`src/core/wec_map.vh`:
```
// register offsets, field positions, reset values and timing counts of the wake combiner
`ifndef WEC_MAP_VH
`define WEC_MAP_VH
// ----------------------------------------------------------------------------
// register byte offsets
// ----------------------------------------------------------------------------
`define WEC_OFF_PMCTRL      12'h000
`define WEC_OFF_ISTAT       12'h004
`define WEC_OFF_IMASK       12'h008
`define WEC_OFF_PHYMASK     12'h00C
`define WEC_OFF_HMWAKE      12'h010
// ----------------------------------------------------------------------------
// power_mgmt_control fields
// ----------------------------------------------------------------------------
`define WEC_PM_P1_SEEN      0
`define WEC_PM_P2_SEEN      1
`define WEC_PM_LAN_SEEN     2
`define WEC_PM_P1_EN        3
`define WEC_PM_P2_EN        4
`define WEC_PM_LAN_EN       5
`define WEC_PM_OUT_EN       6
`define WEC_PM_TYPE         7
`define WEC_PM_PULSE        8
`define WEC_PM_POL          9
`define WEC_PM_P1_GPD       10
`define WEC_PM_P2_GPD       11
`define WEC_PM_P1_EDPD      12
`define WEC_PM_P2_EDPD      13
`define WEC_PM_P1_PWRDN     14
`define WEC_PM_P2_PWRDN     15
`define WEC_PM_RST          16'h0000
// ----------------------------------------------------------------------------
// interrupt_status fields
// ----------------------------------------------------------------------------
`define WEC_IS_PWR_EVENT    17
`define WEC_IS_P1_IRQ       26
`define WEC_IS_P2_IRQ       27
`define WEC_IS_RST          32'h0000_0000
// ----------------------------------------------------------------------------
// host mac wake control/status fields
// ----------------------------------------------------------------------------
`define WEC_HM_WU_EN        0
`define WEC_HM_MP_EN        1
`define WEC_HM_WU_RX        2
`define WEC_HM_MP_RX        3
`define WEC_HM_RST          4'h0
// ----------------------------------------------------------------------------
// timing
// ----------------------------------------------------------------------------
`define WEC_CLK_HZ          20000000
`define WEC_PULSE_MS        50
`define WEC_PULSE_CYC       ((`WEC_CLK_HZ / 1000) * `WEC_PULSE_MS)
`endif

```
`src/core/wec_pulse_timer.v`:
```
// down counter that times the single wake output pulse
module wec_pulse_timer #(
    parameter CYCLES = 1000000,
    parameter WIDTH  = 20
) (
    input  wire pclk,
    input  wire presetn,
    input  wire start,
    output wire busy
);
    reg [WIDTH-1:0] count_q;

    // ------------------------------------------------------------------------
    // count
    // ------------------------------------------------------------------------
    // a start while running is ignored so one event gives one pulse
    always @(posedge pclk or negedge presetn) begin
        if (!presetn) begin
            count_q <= {WIDTH{1'b0}};
        end else if (start && (count_q == {WIDTH{1'b0}})) begin
            count_q <= CYCLES[WIDTH-1:0];
        end else if (count_q != {WIDTH{1'b0}}) begin
            count_q <= count_q - {{(WIDTH-1){1'b0}}, 1'b1};
        end
    end

    assign busy = (count_q != {WIDTH{1'b0}});
endmodule // wec_pulse_timer

```
`src/core/wec_wake_event_combiner.v`:
```
// wake event combiner: latched wake status, power event irq and wake pin shaping
//
// The implementer's own choices: the register addresses and the APB interface to the registers.
`include "wec_map.vh"

module wec_wake_event_combiner #(
    parameter PULSE_CYCLES = `WEC_PULSE_CYC
) (
    input  wire        pclk,
    input  wire        presetn,
    input  wire        psel,
    input  wire        penable,
    input  wire        pwrite,
    input  wire [11:0] paddr,
    input  wire [31:0] pwdata,
    output reg  [31:0] prdata,
    output wire        pready,
    output wire        pslverr,
    input  wire        port1_energy_on_event,
    input  wire        port2_energy_on_event,
    input  wire        port1_other_phy_event,
    input  wire        port2_other_phy_event,
    input  wire        wakeup_frame_detect,
    input  wire        magic_packet_detect,
    output wire        port1_powered_down,
    output wire        port2_powered_down,
    output wire        host_irq,
    output wire        host_irq_deassert_timer_start,
    output reg         wake_event_out_o,
    output reg         wake_event_out_oe,
    output wire        irq
);
    // ------------------------------------------------------------------------
    // input synchronisers
    // ------------------------------------------------------------------------
    reg  [5:0] sync1_q;
    reg  [5:0] sync2_q;
    reg  [5:0] sync3_q;
    wire [5:0] rise;

    // pins come from other domains; third stage only for edge detect
    always @(posedge pclk or negedge presetn) begin
        if (!presetn) begin
            sync1_q <= 6'h00;
            sync2_q <= 6'h00;
            sync3_q <= 6'h00;
        end else begin
            sync1_q <= {magic_packet_detect, wakeup_frame_detect,
                        port2_other_phy_event, port1_other_phy_event,
                        port2_energy_on_event, port1_energy_on_event};
            sync2_q <= sync1_q;
            sync3_q <= sync2_q;
        end
    end

    assign rise = sync2_q & ~sync3_q;

    // ------------------------------------------------------------------------
    // apb decode
    // ------------------------------------------------------------------------
    wire wr_en;
    wire rd_hit;
    wire sel_pm;
    wire sel_is;
    wire sel_im;
    wire sel_pk;
    wire sel_hm;

    assign sel_pm  = (paddr == `WEC_OFF_PMCTRL);
    assign sel_is  = (paddr == `WEC_OFF_ISTAT);
    assign sel_im  = (paddr == `WEC_OFF_IMASK);
    assign sel_pk  = (paddr == `WEC_OFF_PHYMASK);
    assign sel_hm  = (paddr == `WEC_OFF_HMWAKE);
    assign rd_hit  = sel_pm | sel_is | sel_im | sel_pk | sel_hm;
    // zero wait state slave; unmapped addresses answer with an error
    assign pready  = 1'b1;
    assign pslverr = psel & penable & ~rd_hit;
    assign wr_en   = psel & penable & pwrite;

    // ------------------------------------------------------------------------
    // registers
    // ------------------------------------------------------------------------
    reg  [15:0] pm_q;
    reg  [31:0] is_en_q;
    reg  [1:0]  phy_mask_q;
    reg  [3:0]  hm_q;
    reg  [1:0]  phy_src_q;
    wire [15:0] pm_w1c;
    wire [3:0]  hm_w1c;
    wire [1:0]  phy_w1c;
    wire        p1_set;
    wire        p2_set;
    wire        wu_set;
    wire        mp_set;
    wire        lan_seen;
    wire        p1_seen;
    wire        p2_seen;
    wire        power_event_irq_status;

    assign pm_w1c  = (wr_en && sel_pm) ? pwdata[15:0] : 16'h0000;
    assign hm_w1c  = (wr_en && sel_hm) ? pwdata[3:0] : 4'h0;
    assign phy_w1c = (wr_en && sel_is) ?
                     {pwdata[`WEC_IS_P2_IRQ], pwdata[`WEC_IS_P1_IRQ]} : 2'b00;

    assign wu_set = rise[4] & hm_q[`WEC_HM_WU_EN];
    assign mp_set = rise[5] & hm_q[`WEC_HM_MP_EN];

    // host mac wake control: enables plus sticky received flags
    always @(posedge pclk or negedge presetn) begin
        if (!presetn) begin
            hm_q <= `WEC_HM_RST;
        end else begin
            if (wr_en && sel_hm) begin
                hm_q[`WEC_HM_WU_EN] <= pwdata[`WEC_HM_WU_EN];
                hm_q[`WEC_HM_MP_EN] <= pwdata[`WEC_HM_MP_EN];
            end
            hm_q[`WEC_HM_WU_RX] <= wu_set |
                (hm_q[`WEC_HM_WU_RX] & ~hm_w1c[`WEC_HM_WU_RX]);
            hm_q[`WEC_HM_MP_RX] <= mp_set |
                (hm_q[`WEC_HM_MP_RX] & ~hm_w1c[`WEC_HM_MP_RX]);
        end
    end

    assign lan_seen = hm_q[`WEC_HM_WU_RX] | hm_q[`WEC_HM_MP_RX];

    // energy detection counts only while the port is powered down, by gpd or edpd
    assign p1_set = rise[0] & pm_q[`WEC_PM_P1_PWRDN];
    assign p2_set = rise[1] & pm_q[`WEC_PM_P2_PWRDN];

    // power management control register
    always @(posedge pclk or negedge presetn) begin
        if (!presetn) begin
            pm_q <= `WEC_PM_RST;
        end else begin
            if (wr_en && sel_pm) begin
                pm_q[`WEC_PM_POL:`WEC_PM_P1_EN] <= pwdata[`WEC_PM_POL:`WEC_PM_P1_EN];
                pm_q[`WEC_PM_P2_EDPD:`WEC_PM_P1_GPD] <=
                    pwdata[`WEC_PM_P2_EDPD:`WEC_PM_P1_GPD];
            end
            pm_q[`WEC_PM_P1_SEEN] <= p1_set |
                (pm_q[`WEC_PM_P1_SEEN] & ~pm_w1c[`WEC_PM_P1_SEEN]);
            pm_q[`WEC_PM_P2_SEEN] <= p2_set |
                (pm_q[`WEC_PM_P2_SEEN] & ~pm_w1c[`WEC_PM_P2_SEEN]);
            // lan status follows latched mac flags; a write one drops it for one cycle only
            pm_q[`WEC_PM_LAN_SEEN] <= lan_seen & ~(pm_w1c[`WEC_PM_LAN_SEEN] &
                ~wu_set & ~mp_set);
            // general power-down: software only; management stays reachable
            if (wr_en && sel_pm) begin
                pm_q[`WEC_PM_P1_PWRDN] <= pwdata[`WEC_PM_P1_GPD] | pwdata[`WEC_PM_P1_EDPD];
                pm_q[`WEC_PM_P2_PWRDN] <= pwdata[`WEC_PM_P2_GPD] | pwdata[`WEC_PM_P2_EDPD];
            end else begin
                // energy wakes an edpd port by itself, never a gpd port
                if (rise[0] && pm_q[`WEC_PM_P1_EDPD] && !pm_q[`WEC_PM_P1_GPD]) begin
                    pm_q[`WEC_PM_P1_PWRDN] <= 1'b0;
                end
                if (rise[1] && pm_q[`WEC_PM_P2_EDPD] && !pm_q[`WEC_PM_P2_GPD]) begin
                    pm_q[`WEC_PM_P2_PWRDN] <= 1'b0;
                end
            end
        end
    end

    assign p1_seen = pm_q[`WEC_PM_P1_SEEN];
    assign p2_seen = pm_q[`WEC_PM_P2_SEEN];
    assign port1_powered_down = pm_q[`WEC_PM_P1_PWRDN];
    assign port2_powered_down = pm_q[`WEC_PM_P2_PWRDN];

    assign power_event_irq_status =
        (p1_seen  & pm_q[`WEC_PM_P1_EN]) |
        (p2_seen  & pm_q[`WEC_PM_P2_EN]) |
        (pm_q[`WEC_PM_LAN_SEEN] & pm_q[`WEC_PM_LAN_EN]);

    // ------------------------------------------------------------------------
    // transceiver interrupts
    // ------------------------------------------------------------------------
    // mask bit 0 = port1 energy_on_mask_bit, bit 1 = port2
    always @(posedge pclk or negedge presetn) begin
        if (!presetn) begin
            phy_mask_q <= 2'b00;
            phy_src_q  <= 2'b00;
        end else begin
            if (wr_en && sel_pk) begin
                phy_mask_q <= pwdata[1:0];
            end
            // energy-on with its mask bit set, or other events, raise the port flag
            phy_src_q <= ((rise[1:0] & phy_mask_q) | rise[3:2]) |
                         (phy_src_q & ~phy_w1c);
        end
    end

    // interrupt enable for host irq, same layout as interrupt_status
    always @(posedge pclk or negedge presetn) begin
        if (!presetn) begin
            is_en_q <= `WEC_IS_RST;
        end else if (wr_en && sel_im) begin
            is_en_q <= pwdata;
        end
    end

    wire [31:0] interrupt_status;
    wire        port1_transceiver_irq;
    wire        port2_transceiver_irq;

    assign port1_transceiver_irq = phy_src_q[0];
    assign port2_transceiver_irq = phy_src_q[1];

    assign interrupt_status = ({31'h0, port2_transceiver_irq} << `WEC_IS_P2_IRQ) |
                              ({31'h0, port1_transceiver_irq} << `WEC_IS_P1_IRQ) |
                              ({31'h0, power_event_irq_status} << `WEC_IS_PWR_EVENT);

    // power event reaches host irq too
    assign host_irq = |(interrupt_status & is_en_q);
    assign irq      = host_irq;

    // ------------------------------------------------------------------------
    // host irq de-assertion timer start
    // ------------------------------------------------------------------------
    reg        other_irq_q;
    wire       other_irq;

    assign other_irq = |(interrupt_status & is_en_q &
                         ~({31'h0, 1'b1} << `WEC_IS_PWR_EVENT));

    always @(posedge pclk or negedge presetn) begin
        if (!presetn) begin
            other_irq_q <= 1'b0;
        end else begin
            other_irq_q <= other_irq;
        end
    end

    assign host_irq_deassert_timer_start = other_irq_q & ~other_irq;

    // ------------------------------------------------------------------------
    // wake output conditioning
    // ------------------------------------------------------------------------
    reg  gated_q;
    wire gated;
    wire pulse_busy;
    wire active;

    assign gated = power_event_irq_status & pm_q[`WEC_PM_OUT_EN];

    always @(posedge pclk or negedge presetn) begin
        if (!presetn) begin
            gated_q <= 1'b0;
        end else begin
            gated_q <= gated;
        end
    end

    wec_pulse_timer #(
        .CYCLES (PULSE_CYCLES),
        .WIDTH  (20)
    ) u_pulse (
        .pclk    (pclk),
        .presetn (presetn),
        .start   (gated & ~gated_q & pm_q[`WEC_PM_PULSE]),
        .busy    (pulse_busy)
    );

    assign active = pm_q[`WEC_PM_PULSE] ? pulse_busy : gated_q;

    // buffer type and polarity; type 1 = push-pull, 0 = open-drain low
    always @(posedge pclk or negedge presetn) begin
        if (!presetn) begin
            wake_event_out_o  <= 1'b0;
            wake_event_out_oe <= 1'b0;
        end else if (pm_q[`WEC_PM_TYPE]) begin
            wake_event_out_o  <= pm_q[`WEC_PM_POL] ? active : ~active;
            wake_event_out_oe <= 1'b1;
        end else begin
            wake_event_out_o  <= 1'b0;
            wake_event_out_oe <= active;
        end
    end

    // ------------------------------------------------------------------------
    // read mux
    // ------------------------------------------------------------------------
    always @* begin
        prdata = 32'h0000_0000;
        if (psel && !pwrite) begin
            if (sel_pm) begin
                prdata = {16'h0000, pm_q};
            end else if (sel_is) begin
                prdata = interrupt_status;
            end else if (sel_im) begin
                prdata = is_en_q;
            end else if (sel_pk) begin
                prdata = {30'h0, phy_mask_q};
            end else if (sel_hm) begin
                prdata = {28'h0, hm_q};
            end
        end
    end
endmodule // wec_wake_event_combiner

```
`config.mk`:
```
export PLATFORM = sky130hd
export DESIGN_NAME = wec_wake_event_combiner
export DESIGN_NICKNAME = d
export VERILOG_FILES = /design/src/core/wec_pulse_timer.v /design/src/core/wec_wake_event_combiner.v
export VERILOG_INCLUDE_DIRS = /design/src /design/src/core
export SDC_FILE = /design/constraint.sdc
export NUM_CORES = 1
export LEC_CHECK = 0
export BUFFER_PORTS_ARGS = -buffer_cell sky130_fd_sc_hd__buf_2
export CORE_ASPECT_RATIO = 1.75
export CORE_MARGIN = 4
export CORE_UTILIZATION = 60
export CTS_BUF_LIST = sky130_fd_sc_hd__clkbuf_2 sky130_fd_sc_hd__clkbuf_4 sky130_fd_sc_hd__clkbuf_8
export DETAILED_ROUTE_END_ITERATION = 6
export PLACE_DENSITY = 0.87
export REMOVE_ABC_BUFFERS = 1
export SYNTH_ARGS = -nofsm -noshare
export SYNTH_HDL_FRONTEND = slang
export SYNTH_SLANG_ARGS = --single-unit
```
`constraint.sdc`:
```
create_clock -name pclk -period 5.6 [get_ports pclk]
set_input_delay 0.56 -clock pclk [delete_from_list [all_inputs] [get_ports pclk]]
set_output_delay 0.56 -clock pclk [all_outputs]
set_load 0.1 [all_outputs]
```
==> qor.yml, run 1 <==
drt_iter0_markers: 227
io_buffers: 94
clk_latency_ns: 0.37
cp_data_required_time_ns: 5.04
place.gp.congestion: 0.883
cp_max_fo: 12
synthFlopType: "dfrtp_1"
die_y_um: 123
finalSetupViolCount: 0
start_util_pct: 61.8
synth_area_sq_um: 4500
worst_slack_ns: 2.03
setup_tns_ns: 0
ys_seq_elements: 98
p_per_area_nw_per_um2: 246
fmax_mhz: 280
critPathKind: "primary input to output port"
path_cells: "buf_2 -> or4_1 -> nor4_2 -> buf_4 -> a22oi_1 -> nor2_1 -> buf_2"
dp_hpwl_mm: 8.09
cts_resized: 0
leakagePower_nw: 2.71
peakVddDrop_uv: 195
numCtsBuffers: 9
cp-end-kind: "output port"
drive_gt1_share_pct: 36.3
stdcell_area_sq_um: 5230
vias: 3625
clkTransAtPathRegs_ns: 0.09
grt_antenna_before_repair: 0
slew_violations: 0
min_period_ns: 3.57
core_sq_um: 7280
nets: 531
arrival_ns: 3.01
pre_cts_ws_ns: 1.86
grt_pass1_vias: 3795
placed_area_sq_um: 5010
syn_to_final_growth_pct: 16.3
post_cts_buffers: 0
routed_wl_mm: 10.9
viasPerCell: 6.42
synth.area.top_cells: "dfrtp_1 54%, mux2_2 11%, a22oi_1 2.8%"
yosysTopAreaCell: "dfrtp_1"
cts.path.max_buffers: 2
avgSynthCellArea_sq_um: 11.6
cpMostUsedCell: "buf_2"
die_w_um: 73.5
drt.antenna.violating_nets: 0
dp.cells: 549
synth_top_area_share_pct: 54.5
cts_tree: "built"
hold_slack_ns: 0.135
skew_ns: 0.00590
first_pass_iters: 5
ys_types: 53
grt_pass1_wl_mm: 17.7
finalHoldViolations: 0
ys_warn_count: 0
cts-htree-levels: 3
max_slew_margin_pct: 26.3
cts.sinks: 98
placementRows: 41
ctsHoldBuffers: 0
drv_cap: 0
ys_seq_area_share_pct: 54.5
fin_cells: 565
grt_max_degree: 62
async_flop_share_pct: 100
grt-ovfl-total: 0
grt_usage_pct: 25.6
dieArea_sq_um: 9010
clock-root-buffer: "clkbuf_8"
diodes: 0
crit_slowest_cell: "nor4_2"
drt_drc_violations_left: 0
start_kind: "primary input"
hold_class: "primary input to asynchronous set/reset pin"
worst_path_largest_cell_delay_ns: 0.69
wl_per_cell_um: 19.3
tightest_slew_ns: 1.11
ios: 96
rsz0062_at_grt: "false"
status: "complete, no violations"
synth-edff-count: 0
postSynthCellCount: 388
fin_crit_sh_pct: 63.8
-- layout make-up --
class / count / area (sq um)
sequential: 98 / 2450
timing repair buffer: 98 / 503
tap: 86 / 108
inverter: 5 / 18.8
clock buffer: 11 / 145
multi-input combinational: 262 / 1930
clock inverter: 5 / 77.6
fill: 523 / 2050
-- flip-flops by register name, summed over array words and instances, names as in the netlist, 2 cells and up --
name             flops
u_pulse.count_q     20
sync2_q              6
phy_mask_q           2
sync3_q              6
sync1_q              6
is_en_q             32
pm_q                16
hm_q                 4
phy_src_q            2
-- power breakdown --
group / switching [W] / internal, W
logic: 0.0000422 / 0.0000203
registers: 0.00000288 / 0.000714
clock network: 0.000238 / 0.000267
total: 0.000283 / 0.00100
-- cell usage in the layout, fill, tap and decap left out, drive strengths merged, types with 3 or more instances in the layout --
cell / netlist / final
nand2b: 8 / 8
nor2b: 8 / 8
and3: 16 / 16
mux2i: 3 / 3
and4: 3 / 3
a21oi: 6 / 6
nand3b: 5 / 5
nor3: 10 / 10
a22o: 3 / 3
or4: 9 / 9
nand3: 13 / 13
dfrtp: 98 / 98
clkbuf: 12 / 11
nor4: 7 / 7
buf: 11 / 98
or3: 6 / 6
nor2: 31 / 31
nand4: 6 / 6
inv: 5 / 5
xnor2: 4 / 4
o21ai: 12 / 12
a22oi: 17 / 17
mux2: 50 / 50
nand2: 12 / 12
-- synth_stat cells (3+ instances only) --
master and n:
a21oi_1 4, a22o_1 3, a22oi_1 17, and3_1 16, and4_1 3, buf_1 3, buf_2 5, clkbuf_1 12
dfrtp_1 98, inv_1 5, mux2_1 5, mux2_2 45, mux2i_1 3, nand2_1 12, nand2b_1 8, nand3_1 13
nand3b_1 5, nand4_1 6, nor2_1 31, nor2b_1 8, nor3_1 10, nor4_1 4, nor4_2 3, o21ai_0 12
or3_1 6, or4_1 8, xnor2_1 4
-- through the flow --
step                power [W]  utilization, %
detailed placement   0.000794            68.8
global route          0.00133            71.8
floorplan            0.000749               -
CTS                   0.00129            71.8
finish                0.00129            71.8
global placement     0.000791            68.8
-- logic make-up (layout without fill, tap and decap cells) --
group / count (synthesis) / in the layout / synth area share (%)
other: 1 / 1 / 0.0833
XOR/XNOR: 6 / 6 / 1.17
AO/OA/AOI/OAI: 57 / 57 / 9.29
AND/OR/NAND/NOR: 143 / 143 / 18.4
adder cells (fa/ha/maj): 2 / 2 / 0.556
buffers and inverters: 28 / 119 / 2.81
multiplexers: 53 / 53 / 13.2
flip-flops: 98 / 98 / 54.5
-- critical path, delay by kind of cell --
family          cells  cell delay [ns]
buf+inv             3             0.87
compound gates      1             0.11
simple gates        3             1.46
-- final timing paths --
check	startpoint	to	slack, ns	cells after the start
worst max-delay path	paddr[9]	prdata[10]	2.03	7
worst min-delay path	presetn	is_en_q[2]	0.13	1
worst max register to register	u_pulse.count_q[11]	u_pulse.count_q[19]	3.06	4
worst min register to register	sync1_q[1]	sync2_q[1]	0.35	0
max in group asynchronous	presetn	pm_q[7]	4.35	2
min in group pclk	port2_other_phy_event	sync1_q[3]	0.29	1
-- layer usage --
layer	part of all wire, %	GRT usage [%]
met4	3.8	12.9
met3	7.3	5.25
met1	35	29.1
met2	54	44.6
met5	0	0
No activity file was read; power rests on OpenSTA's default activity.
==> inputs of run 2 (changes only) <==
CORE_UTILIZATION = 56   (was 60)
PLACE_DENSITY = 0.82   (was 0.87)
clock period = 3.3 ns   (was 5.6 ns; I/O delays follow)
==> run 2 against run 1 <==
  * Die area up 6.5%
  * Largest power group unchanged
  * Clock-buffer cell count increased by 2
  * Final cell count is 1.6% higher
  * Sequential power up 70%
  * Sequential share of layout area decreased by 2.5 points
  * Combinational power rose by 74%
  * Power is 67% higher
  * Global-route usage fell by 0.65 points
  * Highest routed layer unchanged
==> qor.yml, run 2 (same netlist as run 1, synthesis figures left out) <==
status: "complete, no violations"  # unchanged
grt_max_degree: 62  # unchanged
vias: 3631  # was 3625
start_kind: "primary input"  # unchanged
rr_worst_depth: 4  # unchanged
finalHoldViolations: 0  # unchanged
nets: 536  # was 531
cts.sinks: 98  # unchanged
grt_pass1_vias: 3963  # was 3795
cts_tree: "built"  # unchanged
hold_class: "primary input to asynchronous set/reset pin"  # unchanged
first_pass_iters: 7  # was 5
fin_cells: 574  # was 565
dp.cells: 558  # was 549
hold_slack_ns: 0.0259  # was 0.135 ns
clkTransAtPathRegs_ns: 0.09  # about the same
drv_cap: 0  # unchanged
fillers: 542  # was 523
cp_max_fo: 15  # was 12
worst_slack_ns: 0.535  # was 2.03 ns
ff2ff_setup_slack_ns: 0.74  # was 3.06 ns
dp_hpwl_mm: 8.26  # was 8.09 mm
io_buffers: 94  # unchanged
largest-register: "is_en_q"  # unchanged
cp-startpoint: "paddr[9]"  # unchanged
arrival_ns: 2.43  # was 3.01 ns
drt_drc_violations_left: 0  # unchanged
diodes: 0  # unchanged
worstReg2RegEnd: "u_pulse.count_q[19]"  # unchanged
grt_usage_pct: 25.0  # was 25.6%
syn_to_final_growth_pct: 22.9  # was 16.3%
crit_cells: 7  # unchanged
min_period_ns: 2.76
drt.antenna.violating_nets: 0  # unchanged
cts_resized: 0  # unchanged
cts-htree-levels: 3  # unchanged
worst_path_largest_cell_delay_ns: 0.67  # was 0.69 ns
cp_data_required_time_ns: 2.97  # was 5.04 ns
placementRows: 43  # was 41
cts.path.max_buffers: 2  # unchanged
p_per_area_nw_per_um2: 387  # was 246 nW/um^2
seq_power_share_pct: 56.8  # was 55.8%
post_cts_buffers: 0  # unchanged
pre_cts_ws_ns: 0.567  # was 1.86 ns
p_comb_share_pct: 5.1  # was 4.9%
clk_latency_ns: 0.37  # about the same
final_cell_mix: "98 x dfrtp_1, 76 x buf_2, 45 x mux2_2"  # was 98 x dfrtp_1, 93 x buf_2, 45 x mux2_2
viasPerCell: 6.33  # was 6.42
cp-end-kind: "output port"  # unchanged
routed_wl_mm: 11.1  # was 10.9 mm
fmax_mhz: 362
grt_pass1_wl_mm: 18.2  # was 17.7 mm
clock_power_share_pct: 38.1  # was 39.3%
total_power_w: 0.00214  # was 0.00129 W
crit_path_end: "prdata[27]"  # was prdata[10]
layout.cells.most_common: "dfrtp_1"  # unchanged
top_regs: "is_en_q: 32 flops, u_pulse.count_q: 20 flops, pm_q: 16 flops"  # unchanged
grt_antenna_before_repair: 0  # unchanged
tightest_slew_ns: 0.754  # was 1.11 ns
skew_ns: 0.0106  # was 0.00590 ns
p_sw_w: 0.000482  # was 0.000283 W
max_slew_margin_pct: 49.7  # was 26.3%
fin_crit_sh_pct: 83.8
drt_iter0_markers: 193  # was 227
die_w_um: 75.8  # was 73.5 um
largest_reg_flops: 32  # unchanged
cp_top_family: "simple AND/OR/NAND/NOR gates"  # unchanged
finalSetupViolCount: 0  # unchanged
clock-root-buffer: "clkbuf_8"  # unchanged
critPathKind: "primary input to output port"  # unchanged
drive_gt1_share_pct: 37.0  # was 36.3%
rsz0062_at_grt: "false"  # unchanged
crit_slowest_cell: "or4_1"  # was nor4_2
stdcell_area_sq_um: 5530  # was 5230 sq um
r2r-start: "u_pulse.count_q[11]"  # unchanged
place.gp.congestion: 0.935  # was 0.883
dieArea_sq_um: 9590  # was 9010 sq um
ctsHoldBuffers: 0  # unchanged
ios: 96  # unchanged
die_y_um: 127  # was 123 um
start_util_pct: 56.9  # was 61.8%
crit_buf_inv: 3  # unchanged
core_sq_um: 7910  # was 7280 sq um
placed_area_sq_um: 5320  # was 5010 sq um
numCtsBuffers: 9  # unchanged
slew_violations: 0  # unchanged
wl_per_cell_um: 19.3  # about the same
grt-ovfl-total: 0  # unchanged
path_cells: "buf_2 -> or4_1 -> nor4_2 -> buf_4 -> a22oi_1 -> nor3_1 -> buf_12"  # was buf_2 -> or4_1 -> nor4_2 -> buf_4 -> a22oi_1 -> nor2_1 -> buf_2
peakVddDrop_uv: 407  # was 195 uV
intPower_w: 0.00166  # was 0.00100 W
p_sw_share_pct: 22.5  # was 22.1%
leakagePower_nw: 2.78  # was 2.71 nW
-- run 2: layout make-up --
cell class / instances / area (sq um) / share of cell area [%]
clock inverter: 3 / 46.3 / 0.837
sequential: 98 / 2450 / 44.3
clock buffer: 13 / 166 / 3.01
multi-input combinational: 262 / 1930 / 34.8
timing repair buffer: 103 / 808 / 14.6
inverter: 5 / 18.8 / 0.339
tap: 90 / 113 / 2.04
-- run 2: worst min-delay path by stage --
| stage | endpoint | cells past startpoint | startpoint |
|---|---|---|---|
| floorplan | gated_q | 0 | presetn |
| global placement | sync2_q[0] | 0 | sync1_q[0] |
| detailed placement | sync2_q[3] | 0 | sync1_q[3] |
| CTS | u_pulse.count_q[9] | 1 | presetn |
| global route | sync1_q[5] | 1 | magic_packet_detect |
| finish | sync3_q[5] | 1 | presetn |
-- run 2: through the flow --
stage	TNS [ns]	util [%]
after floorplan	-25.06	-
after global placement	0	67.3
after detailed placement	0	67.3
after CTS	0	70.0
after global routing	0	70.0
final	0	70.0
-- run 2: power by group through the flow --
stage	clock network [W]	logic [W]	registers (W)
2_1_floorplan	0	0.0000307	0.00124
3_3_place_gp	0	0.000107	0.00124
3_5_place_dp	0	0.000110	0.00124
4_1_cts	0.000833	0.000110	0.00122
5_1_grt	0.000882	0.000120	0.00122
6_report	0.000817	0.000109	0.00122
-- run 2: worst reg2reg max path: cells and delay by family (launching register included) --
kind,cells,cell delay (ns)
simple gates,3,1.89
compound gates,1,0.17
flops,1,0.44
-- run 2: routing by layer --
layer / GRT usage, % / part of all wire, % / vias up
met5: 0 / 0 / -
met4: 12.8 / 3.5 / 0
met1: 27.2 / 35 / 1795
met2: 43.0 / 55 / 186
met3: 6.26 / 6.5 / 42
li1: - / - / 1608
